`config.mk`:
```
export PLATFORM = sky130hd
export DESIGN_NAME = i2cm_core
export DESIGN_NICKNAME = d
export VERILOG_FILES = /design/src/common/i2cm_pkg.sv /design/src/i2cm_core.sv
export VERILOG_INCLUDE_DIRS = /design/src /design/src/common
export SDC_FILE = /design/constraint.sdc
export NUM_CORES = 1
export LEC_CHECK = 0
export ABC_AREA = 1
export BUFFER_PORTS_ARGS = -buffer_cell sky130_fd_sc_hd__buf_2
export CORE_MARGIN = 5
export CORE_UTILIZATION = 49
export DETAILED_ROUTE_END_ITERATION = 16
export GPL_ROUTABILITY_DRIVEN = 0
export PLACE_DENSITY = 0.88
export SETUP_SLACK_MARGIN = 0.5
export SYNTH_ARGS = -nofsm -noshare
export SYNTH_HDL_FRONTEND = slang
export SYNTH_SLANG_ARGS = --single-unit
```
`constraint.sdc`:
```
create_clock -name ref_clk_i -period 1.7 [get_ports ref_clk_i]
set_input_delay 0.085 -clock ref_clk_i [delete_from_list [all_inputs] [get_ports ref_clk_i]]
set_output_delay 0.085 -clock ref_clk_i [all_outputs]
set_load 0.05 [all_outputs]
```
`src/common/i2cm_regs.svh`:
```
// register map, field positions, reset values and bus answers of the two-wire sequencer
// assumes inclusion by name from the core only
`ifndef I2CM_REGS_SVH
`define I2CM_REGS_SVH
// byte offsets on the register bus
`define I2CM_OFF_CTRL     8'h00
`define I2CM_OFF_STAT     8'h04
`define I2CM_OFF_RATE     8'h08
`define I2CM_OFF_BUF      8'h0C
// sequence_control_reg field positions
`define I2CM_CTRL_EN      0
`define I2CM_CTRL_START   1
`define I2CM_CTRL_STOP    2
`define I2CM_CTRL_ACK     3
`define I2CM_CTRL_ACKVAL  4
`define I2CM_CTRL_IRQEN   5
// port_state_reg field positions
`define I2CM_STAT_PIF     0
`define I2CM_STAT_BCL     1
`define I2CM_STAT_WRITE_CLASH_FLAG    2
`define I2CM_STAT_BF      3
`define I2CM_STAT_START   4
`define I2CM_STAT_STOP    5
`define I2CM_STAT_ACKST   6
// reset values and widths
`define I2CM_RATE_RST     7'h00
`define I2CM_RATE_W       7
`define I2CM_BITS_BYTE    4'h8
// bus answers
`define I2CM_RESP_OKAY    2'h0
`define I2CM_RESP_SLVERR  2'h2
`endif

```
`src/common/i2cm_pkg.sv`:
```
// types shared by the two-wire sequencer
// assumes the register header sits beside it on the include path
package i2cm_pkg;
    // sequencer states
    typedef enum logic [3:0] {
        ST_IDLE, ST_START_CHK, ST_START_A, ST_START_B,
        ST_TX_LOW, ST_TX_WAIT, ST_TX_HIGH,
        ST_ACK_LOW, ST_ACK_WAIT, ST_ACK_HIGH,
        ST_STOP_SDA, ST_STOP_LOW, ST_STOP_WAIT, ST_STOP_HIGH, ST_STOP_DET, ST_STOP_FIN
    } i2cm_state_type;
    // register selector
    typedef enum logic [2:0] {SEL_CTRL, SEL_STAT, SEL_RATE, SEL_BUF, SEL_NONE} i2cm_sel_type;
    // software control bits
    typedef struct packed {
        logic irq_en;
        logic ack_value_bit;
        logic ack_sequence_enable;
        logic stop_sequence_enable;
        logic start_sequence_enable;
        logic enable;
    } i2cm_ctrl_type;
    // sticky and live status bits
    typedef struct packed {
        logic ack_status;
        logic stop_seen;
        logic start_seen;
        logic buffer_full_flag;
        logic write_clash_flag;
        logic collision_interrupt_flag;
        logic port_interrupt_flag;
    } i2cm_stat_type;
endpackage : i2cm_pkg

```
`src/i2cm_core.sv`:
```
// two-wire master sequencer: start, byte transmit, acknowledge, stop, arbitration
// assumes open-drain pads outside; lines arrive asynchronous, software on AXI4-Lite
//
// Operation
// - ack enable pulls SCL low, drives ack bit
// - ack releases SCL, counts high, finishes idle
// - buffer write during sequence sets write clash
// - stop drives SDA low then counts
// - count end releases SCL, SDA later
// - stop seen flagged, interrupt one period later
// - rate generator waits for SCL high
// - sleep wake on completed byte if enabled
// - reset disables port, aborts transfer
// - start and stop flags cleared when disabled
// - bus stop raises interrupt when enabled
// - expected one sampled zero is collision
// - transmit collision clears full, releases lines
// - sequence collision aborts, clears enables
// - after collision, stop sets port flag
// - new buffer write starts at first bit
// - low line at start is collision
// - start counts with SDA high, SCL low collides
// - early SDA low asserts SDA early
// - start hold count, then SCL low
// - enables ignored while sequence runs
`timescale 1ns/10ps
`include "i2cm_regs.svh"

module i2cm_core
    import i2cm_pkg::*;
(
    input  wire logic        ref_clk_i,
    input  wire logic        sys_rst_i,
    input  wire logic        ce_i,
    input  wire logic        sleep_i,
    input  wire logic [7:0]  s_axi_awaddr_i,
    input  wire logic        s_axi_awvalid_i,
    output logic             s_axi_awready_o,
    input  wire logic [31:0] s_axi_wdata_i,
    input  wire logic [3:0]  s_axi_wstrb_i,
    input  wire logic        s_axi_wvalid_i,
    output logic             s_axi_wready_o,
    output logic [1:0]       s_axi_bresp_o,
    output logic             s_axi_bvalid_o,
    input  wire logic        s_axi_bready_i,
    input  wire logic [7:0]  s_axi_araddr_i,
    input  wire logic        s_axi_arvalid_i,
    output logic             s_axi_arready_o,
    output logic [31:0]      s_axi_rdata_o,
    output logic [1:0]       s_axi_rresp_o,
    output logic             s_axi_rvalid_o,
    input  wire logic        s_axi_rready_i,
    input  wire logic        scl_i,
    output logic             scl_o,
    output logic             scl_oe_o,
    input  wire logic        sda_i,
    output logic             sda_o,
    output logic             sda_oe_o,
    output logic             port_irq_o,
    output logic             wake_o
);
    // address decode shared by reads and writes
    function automatic i2cm_sel_type reg_sel(input logic [7:0] a);
        if (a == `I2CM_OFF_CTRL) begin
            return SEL_CTRL;
        end else if (a == `I2CM_OFF_STAT) begin
            return SEL_STAT;
        end else if (a == `I2CM_OFF_RATE) begin
            return SEL_RATE;
        end else if (a == `I2CM_OFF_BUF) begin
            return SEL_BUF;
        end else begin
            return SEL_NONE;
        end
    endfunction : reg_sel

    // sda enable for bit slot k, msb first; slot eight released for the slave
    function automatic logic tx_oe(input logic [7:0] sh, input logic [3:0] k);
        if (k >= `I2CM_BITS_BYTE) begin
            return 1'b0;
        end else begin
            return ~sh[3'h7 - k[2:0]];
        end
    endfunction : tx_oe

    i2cm_state_type             st_q;
    i2cm_ctrl_type              ctrl_q;
    i2cm_stat_type              stat_q;
    logic [`I2CM_RATE_W-1:0]    rate_q;
    logic [`I2CM_RATE_W-1:0]    brg_q;
    logic [7:0]                 buf_q;
    logic [3:0]                 cnt_q;
    logic                       scl_oe_q;
    logic                       sda_oe_q;
    logic [1:0]                 scl_sync_q;
    logic [1:0]                 sda_sync_q;
    logic                       scl_prev_q;
    logic                       sda_prev_q;
    logic                       aw_hold_q;
    logic                       w_hold_q;
    logic [7:0]                 awaddr_q;
    logic [31:0]                wdata_q;
    logic                       wlane_q;
    logic                       bvalid_q;
    logic [1:0]                 bresp_q;
    logic                       rvalid_q;
    logic [31:0]                rdata_q;
    logic [1:0]                 rresp_q;
    logic                       scl_s;
    logic                       sda_s;
    logic                       tick;
    logic                       clash;
    logic                       stop_evt;
    logic                       start_evt;
    logic                       wr_fire;
    i2cm_sel_type               wsel;
    logic                       wr_ctrl;
    logic                       wr_stat;
    logic                       wr_rate;
    logic                       wr_buf;
    logic                       seq_busy;

    assign scl_s    = scl_sync_q[1];
    assign sda_s    = sda_sync_q[1];
    assign tick     = (brg_q == '0);
    assign seq_busy = ctrl_q.start_sequence_enable | ctrl_q.stop_sequence_enable | ctrl_q.ack_sequence_enable;

    // two flops per pad line, then a copy of the clean level for edges
    always_ff @(posedge ref_clk_i) begin
        if (sys_rst_i) begin
            scl_sync_q <= 2'h3;
            sda_sync_q <= 2'h3;
            scl_prev_q <= 1'b1;
            sda_prev_q <= 1'b1;
        end else if (ce_i) begin
            scl_sync_q <= {scl_sync_q[0], scl_i};
            sda_sync_q <= {sda_sync_q[0], sda_i};
            scl_prev_q <= scl_s;
            sda_prev_q <= sda_s;
        end
    end

    // start and stop conditions on the bus, whoever makes them
    assign start_evt = scl_s & scl_prev_q & sda_prev_q & ~sda_s;
    assign stop_evt  = scl_s & scl_prev_q & ~sda_prev_q & sda_s;

    // write channel: address and data taken in either order
    assign s_axi_awready_o = ~aw_hold_q & ~bvalid_q;
    assign s_axi_wready_o  = ~w_hold_q & ~bvalid_q;
    assign s_axi_bvalid_o  = bvalid_q;
    assign s_axi_bresp_o   = bresp_q;
    assign wr_fire = aw_hold_q & w_hold_q & ~bvalid_q;
    assign wsel    = reg_sel(awaddr_q);
    assign wr_ctrl = wr_fire & wlane_q & (wsel == SEL_CTRL);
    assign wr_stat = wr_fire & wlane_q & (wsel == SEL_STAT);
    assign wr_rate = wr_fire & wlane_q & (wsel == SEL_RATE);
    assign wr_buf  = wr_fire & wlane_q & (wsel == SEL_BUF);

    // write address, data and response handshake
    always_ff @(posedge ref_clk_i) begin
        if (sys_rst_i) begin
            aw_hold_q <= 1'b0;
            w_hold_q  <= 1'b0;
            awaddr_q  <= 8'h00;
            wdata_q   <= 32'h0000_0000;
            wlane_q   <= 1'b0;
            bvalid_q  <= 1'b0;
            bresp_q   <= `I2CM_RESP_OKAY;
        end else if (ce_i) begin
            if (s_axi_awvalid_i & s_axi_awready_o) begin
                aw_hold_q <= 1'b1;
                awaddr_q  <= s_axi_awaddr_i;
            end
            if (s_axi_wvalid_i & s_axi_wready_o) begin
                w_hold_q <= 1'b1;
                wdata_q  <= s_axi_wdata_i;
                wlane_q  <= s_axi_wstrb_i[0];
            end
            if (wr_fire) begin
                aw_hold_q <= 1'b0;
                w_hold_q  <= 1'b0;
                bvalid_q  <= 1'b1;
                bresp_q   <= (wsel == SEL_NONE) ? `I2CM_RESP_SLVERR : `I2CM_RESP_OKAY;
            end else if (bvalid_q & s_axi_bready_i) begin
                bvalid_q <= 1'b0;
            end
        end
    end

    // read channel: one outstanding read, data from flops
    assign s_axi_arready_o = ~rvalid_q;
    assign s_axi_rvalid_o  = rvalid_q;
    assign s_axi_rdata_o   = rdata_q;
    assign s_axi_rresp_o   = rresp_q;
    always_ff @(posedge ref_clk_i) begin
        if (sys_rst_i) begin
            rvalid_q <= 1'b0;
            rdata_q  <= 32'h0000_0000;
            rresp_q  <= `I2CM_RESP_OKAY;
        end else if (ce_i) begin
            if (s_axi_arvalid_i & ~rvalid_q) begin
                rvalid_q <= 1'b1;
                rresp_q  <= `I2CM_RESP_OKAY;
                case (reg_sel(s_axi_araddr_i))
                    SEL_CTRL: rdata_q <= {26'h0, ctrl_q};
                    SEL_STAT: rdata_q <= {25'h0, stat_q};
                    SEL_RATE: rdata_q <= {25'h0, rate_q};
                    SEL_BUF:  rdata_q <= {24'h0, buf_q};
                    default: begin
                        rdata_q <= 32'h0000_0000;
                        rresp_q <= `I2CM_RESP_SLVERR;
                    end
                endcase
            end else if (rvalid_q & s_axi_rready_i) begin
                rvalid_q <= 1'b0;
            end
        end
    end

    // rate reload value
    always_ff @(posedge ref_clk_i) begin
        if (sys_rst_i) begin
            rate_q <= `I2CM_RATE_RST;
        end else if (ce_i & wr_rate) begin
            rate_q <= wdata_q[`I2CM_RATE_W-1:0];
        end
    end

    // arbitration loss per state
    always_comb begin
        clash = 1'b0;
        case (st_q)
            ST_START_CHK: clash = ~sda_s | ~scl_s;
            ST_START_A:   clash = ~scl_s & sda_s;
            ST_TX_HIGH:   clash = ~sda_oe_q & (cnt_q < `I2CM_BITS_BYTE) & ~sda_s;
            ST_ACK_HIGH:  clash = ~sda_oe_q & ~sda_s;
            ST_STOP_HIGH: clash = ~scl_s;
            ST_STOP_DET:  clash = tick & ~sda_s;
            default:      clash = 1'b0;
        endcase
    end

    // sequencer, rate generator, control and sticky status
    always_ff @(posedge ref_clk_i) begin
        if (sys_rst_i) begin
            st_q     <= ST_IDLE;
            ctrl_q   <= '0;
            stat_q   <= '0;
            brg_q    <= `I2CM_RATE_RST;
            buf_q    <= 8'h00;
            cnt_q    <= 4'h0;
            scl_oe_q <= 1'b0;
            sda_oe_q <= 1'b0;
        end else if (ce_i) begin
            if (brg_q != '0) begin
                brg_q <= brg_q - 1'b1;
            end
            if (wr_ctrl) begin
                ctrl_q.enable        <= wdata_q[`I2CM_CTRL_EN];
                ctrl_q.irq_en        <= wdata_q[`I2CM_CTRL_IRQEN];
                ctrl_q.ack_value_bit <= wdata_q[`I2CM_CTRL_ACKVAL];
                if (st_q == ST_IDLE && !seq_busy) begin
                    ctrl_q.start_sequence_enable <= wdata_q[`I2CM_CTRL_START];
                    ctrl_q.stop_sequence_enable  <= wdata_q[`I2CM_CTRL_STOP];
                    ctrl_q.ack_sequence_enable   <= wdata_q[`I2CM_CTRL_ACK];
                end
            end
            // software clears flags; hardware sets below win
            if (wr_stat) begin
                if (wdata_q[`I2CM_STAT_PIF]) stat_q.port_interrupt_flag <= 1'b0;
                if (wdata_q[`I2CM_STAT_BCL]) stat_q.collision_interrupt_flag <= 1'b0;
                if (wdata_q[`I2CM_STAT_WRITE_CLASH_FLAG]) stat_q.write_clash_flag <= 1'b0;
            end
            if (wr_buf && (st_q != ST_IDLE || seq_busy || stat_q.buffer_full_flag)) begin
                stat_q.write_clash_flag <= 1'b1;
            end
            if (start_evt) begin
                stat_q.start_seen <= 1'b1;
                stat_q.stop_seen  <= 1'b0;
            end else if (stop_evt) begin
                stat_q.stop_seen  <= 1'b1;
                stat_q.start_seen <= 1'b0;
            end
            if (stop_evt && st_q == ST_IDLE) begin
                stat_q.port_interrupt_flag <= 1'b1;
            end
            if (!ctrl_q.enable) begin
                st_q              <= ST_IDLE;
                scl_oe_q          <= 1'b0;
                sda_oe_q          <= 1'b0;
                stat_q.start_seen <= 1'b0;
                stat_q.stop_seen  <= 1'b0;
                stat_q.buffer_full_flag <= 1'b0;
                ctrl_q.start_sequence_enable <= 1'b0;
                ctrl_q.stop_sequence_enable  <= 1'b0;
                ctrl_q.ack_sequence_enable   <= 1'b0;
            end else if (clash) begin
                stat_q.collision_interrupt_flag <= 1'b1;
                stat_q.buffer_full_flag <= 1'b0;
                ctrl_q.start_sequence_enable <= 1'b0;
                ctrl_q.stop_sequence_enable  <= 1'b0;
                ctrl_q.ack_sequence_enable   <= 1'b0;
                st_q     <= ST_IDLE;
                scl_oe_q <= 1'b0;
                sda_oe_q <= 1'b0;
                cnt_q    <= 4'h0;
            end else begin
                case (st_q)
                    ST_IDLE: begin
                        if (wr_buf && !seq_busy && !stat_q.buffer_full_flag) begin
                            buf_q    <= wdata_q[7:0];
                            cnt_q    <= 4'h0;
                            stat_q.buffer_full_flag <= 1'b1;
                            scl_oe_q <= 1'b1;
                            sda_oe_q <= tx_oe(wdata_q[7:0], 4'h0);
                            brg_q    <= rate_q;
                            st_q     <= ST_TX_LOW;
                        end else if (ctrl_q.start_sequence_enable) begin
                            scl_oe_q <= 1'b0;
                            sda_oe_q <= 1'b0;
                            st_q     <= ST_START_CHK;
                        end else if (ctrl_q.stop_sequence_enable) begin
                            scl_oe_q <= 1'b1;
                            sda_oe_q <= 1'b1;
                            st_q     <= ST_STOP_SDA;
                        end else if (ctrl_q.ack_sequence_enable) begin
                            scl_oe_q <= 1'b1;
                            sda_oe_q <= ~ctrl_q.ack_value_bit;
                            brg_q    <= rate_q;
                            st_q     <= ST_ACK_LOW;
                        end
                    end
                    ST_START_CHK: begin
                        brg_q <= rate_q;
                        st_q  <= ST_START_A;
                    end
                    ST_START_A: begin
                        if (!sda_s || tick) begin
                            sda_oe_q <= 1'b1;
                            brg_q    <= rate_q;
                            st_q     <= ST_START_B;
                        end
                    end
                    ST_START_B: begin
                        if (tick) begin
                            scl_oe_q <= 1'b1;
                            ctrl_q.start_sequence_enable <= 1'b0;
                            stat_q.port_interrupt_flag <= 1'b1;
                            st_q     <= ST_IDLE;
                        end
                    end
                    ST_TX_LOW: begin
                        if (tick) begin
                            scl_oe_q <= 1'b0;
                            st_q     <= ST_TX_WAIT;
                        end
                    end
                    ST_TX_HIGH: begin
                        if (tick) begin
                            scl_oe_q <= 1'b1;
                            brg_q    <= rate_q;
                            if (cnt_q == `I2CM_BITS_BYTE) begin
                                stat_q.ack_status <= sda_s;
                                stat_q.port_interrupt_flag <= 1'b1;
                                cnt_q    <= 4'h0;
                                st_q     <= ST_IDLE;
                            end else begin
                                if (cnt_q == `I2CM_BITS_BYTE - 4'h1) begin
                                    stat_q.buffer_full_flag <= 1'b0;
                                end
                                sda_oe_q <= tx_oe(buf_q, cnt_q + 4'h1);
                                cnt_q    <= cnt_q + 4'h1;
                                st_q     <= ST_TX_LOW;
                            end
                        end
                    end
                    ST_ACK_LOW: begin
                        if (tick) begin
                            scl_oe_q <= 1'b0;
                            st_q     <= ST_ACK_WAIT;
                        end
                    end
                    ST_ACK_HIGH: begin
                        if (tick) begin
                            scl_oe_q <= 1'b1;
                            ctrl_q.ack_sequence_enable <= 1'b0;
                            st_q     <= ST_IDLE;
                        end
                    end
                    ST_STOP_SDA: begin
                        if (!sda_s) begin
                            brg_q <= rate_q;
                            st_q  <= ST_STOP_LOW;
                        end
                    end
                    ST_STOP_LOW: begin
                        if (tick) begin
                            scl_oe_q <= 1'b0;
                            st_q     <= ST_STOP_WAIT;
                        end
                    end
                    ST_STOP_HIGH: begin
                        if (tick) begin
                            sda_oe_q <= 1'b0;
                            brg_q    <= rate_q;
                            st_q     <= ST_STOP_DET;
                        end
                    end
                    ST_STOP_DET: begin
                        if (sda_s && scl_s) begin
                            stat_q.stop_seen <= 1'b1;
                            brg_q <= rate_q;
                            st_q  <= ST_STOP_FIN;
                        end
                    end
                    ST_STOP_FIN: begin
                        if (tick) begin
                            ctrl_q.stop_sequence_enable <= 1'b0;
                            stat_q.port_interrupt_flag <= 1'b1;
                            st_q <= ST_IDLE;
                        end
                    end
                    default: begin
                        if (scl_s) begin
                            brg_q <= rate_q;
                            st_q  <= (st_q == ST_TX_WAIT) ? ST_TX_HIGH :
                                     (st_q == ST_ACK_WAIT) ? ST_ACK_HIGH : ST_STOP_HIGH;
                        end
                    end
                endcase
            end
        end
    end

    // pads only pulled low or released
    assign scl_o    = 1'b0;
    assign sda_o    = 1'b0;
    assign scl_oe_o = scl_oe_q;
    assign sda_oe_o = sda_oe_q;

    assign port_irq_o = stat_q.port_interrupt_flag & ctrl_q.irq_en;
    assign wake_o     = sleep_i & port_irq_o;
endmodule : i2cm_core

```
==> metrics <==
Worst-path clk slew=100 ps; largest net degree at the start of global routing=53; RSZ-0062 raised after global routing=true; Fmax=519.2 MHz; Clock Skew=14.58 ps; largest cells by area after synthesis=dfxtp_1 34%, nand2_1 13%, a21oi_1 8.5%, o21ai_0 8.5%, inv_1 6.9%; vias in the first global route=5907; Clock Root Buffer=clkbuf_8; Syn. warnings=0; worst min path class=primary input to register; post-route ant nets=0; fin nets=1006; Logic pwr share=0.309; leading area contributor after synthesis=dfxtp_1; Tot Pwr=5.116 mW; Post-Place Cells=1008; CTS Buffer Depth=2; Synth Area in Simple Gates=0.2964; Max Slew Vio Count=0; full die area=0.01197 mm²; Non-Filler Instances=1078; initial antenna violation count=0; count of input and output buffers=54; post-place setup slack=-200.6 ps; area delta synth->final=45.94%; P_sw=1.933 mW; Final min period=1926 ps; CTS sink cnt=82; Post-Syn Area per Cell=6.355 µm²; commonest cells after routing, fill and taps aside=155 x nand2_1, 98 x buf_4, 73 x inv_1; Startpoint Class=register; Total GRT Usage=0.3030; CTS buffer count=9; CP Max Fanout=4; count of different cell masters after synthesis=43; Antenna Cells=0; CP Data Required Time=2010 ps; Core Rows=36; max-cap viol count=0; crit path kind=register to register; TritonCTS clock tree=done; share of cells above drive strength 1=0.3429; worst hold slack=51.62 ps; Synth Area in Adders=0.007752; critical path capture point type=register; Seq cells post-synth=82; Final Util=0.7297; top cell type's share of synthesized area=0.3390; Vias=6212; DRT iter0 DRCs=785; Sw Ratio=0.3778; Clock H-tree levels=3; Compound-Gate Fraction of Synth Area=0.2137; drt pass-1 iters=6; Max VDD drop=664.0 µV; Via-to-Cell Ratio=5.763; failing checks=setup timing; gr ovfl total=0; die height=109.4 µm; Cells after Synth=762; Least-Margin Pin Slew=508.3 ps; largest family of logic cells by synthesized area=simple AND/OR/NAND/NOR gates; Internal=3.183 mW; final instance area=0.007067 mm²; routed len/inst=17.77 µm; Post-Synth XOR/XNOR Area=0.003618; IO Pins=110; worst rel slew slack=0.6568; mux cell area share after synthesis=0; Setup Viol. Count Final=26; dpl cell area=0.005958 mm²; Reg power frac=0.404; Initial Util=0.5000; Die Width=109.4 µm; Power Dens Cells=724.0 mW/mm²; first-pass GRT wire length=28.46 mm; status=finished, violations left; # DRC=0; fin crit share=1.133; leading cell type in the layout, fill and taps excluded=nand2_1; core footprint=0.009684 mm²; Hold Violations, Final=0; clk_lat worst skew=380 ps; Total Wirelength=19.16 mm; Leak=3.254 nW; Worst Slack Setup Final=-226.2 ps; crit path DAT=2240 ps; Clk pwr share=0.287; hpwl dp=11.12 mm; setup_tns=-3103 ps; Netlist Area Pre-Place=0.004842 mm²; register area share after synthesis=0.3390
[critical path, stage by stage, from the launching register on]
cell	delay (ps)
dfxtp_2	370
inv_2	40
ha_1	400
inv_1	110
a21oi_1	110
o21ai_0	100
nand3_1	100
nand3b_1	100
o21ai_1	180
nand3_2	110
nand3_1	100
nand2_1	50
nor2_1	80
[metal layers]
layer  routed length [µm]  track usage
met5                    0            0
met2                 9288       0.5083
met4                 1338       0.1861
met1                 6591       0.3544
met3                 1941      0.06048
[area by class of cell]
class | count | area (µm²)
multi-input cells | 563 | 3148
flip-flops and latches | 82 | 1682
clock buffers | 9 | 123.9
repair buffers | 192 | 1493
inverters | 92 | 382.9
clock inverters | 7 | 71.32
well taps | 133 | 166.4
fillers | 630 | 2618
[registers in the layout, indices dropped and copies added, names as in the netlist, 2 cells and up]
register	cells
awaddr_q	8
buf_q	8
s_axi_rdata_o	8
wdata_q	8
brg_q	7
rate_q	7
stat_q	7
ctrl_q	6
cnt_q	4
st_q	4
scl_sync_q	2
sda_sync_q	2
[logic make-up (layout without fill, tap and decap cells)]
| logic type | Yosys count | in the layout |
|---|---|---|
| buffers and inverters | 144 | 300 |
| and+or+nand+nor | 339 | 339 |
| xor gates and xnor gates | 2 | 2 |
| other | 1 | 28 |
| adders and majority gates | 3 | 3 |
| DFF | 82 | 82 |
| AOI/OAI and AO/OA | 191 | 191 |
[cells in the mapped netlist (all sizes together)]
master   instances
or2              1
o21ai           85
o21bai           2
nor2            96
nand3b           2
a21o             1
nand2          177
buf             34
o221ai           1
o311ai           1
dfxtp           82
clkinv           1
xnor2            1
o2111ai          5
conb             1
nor4             2
clkbuf          18
a31oi            1
nor3             7
nand3           41
nor3b            1
a211oi           3
nand4           11
o22ai            1
xor2             1
ha               3
o211ai           8
and2             1
a21oi           83
inv             91
[power by group through the flow]
stage	clock network, mW	logic [mW]	registers, mW
floorplan	0	0.837	2.13
global placement	0	1.19	2.10
detailed placement	0	1.22	2.10
CTS	1.44	1.41	2.06
global route	1.53	1.69	2.08
finish	1.47	1.58	2.07
[final timing paths]
path                          from               end  slack (ps)  cells after the start
setup / recovery          cnt_q[0]          sda_oe_o        -230                     12
hold reg to reg   s_axi_rdata_o[6]  s_axi_rdata_o[6]         470                      2
hold / removal           sys_rst_i     scl_sync_q[0]          50                      3
setup reg to reg          cnt_q[0]          sda_oe_o        -230                     12
[what timing repair did]
item                                   4_1_cts  5_1_grt
hold buffers                                21        0
endpoints found under the hold margin       21        0
pin swaps                                   30       19
buffers inserted                            17       16
setup endpoints to repair                   53       62
resized for setup                           67       62
Power figures use the tool's default switching activity.
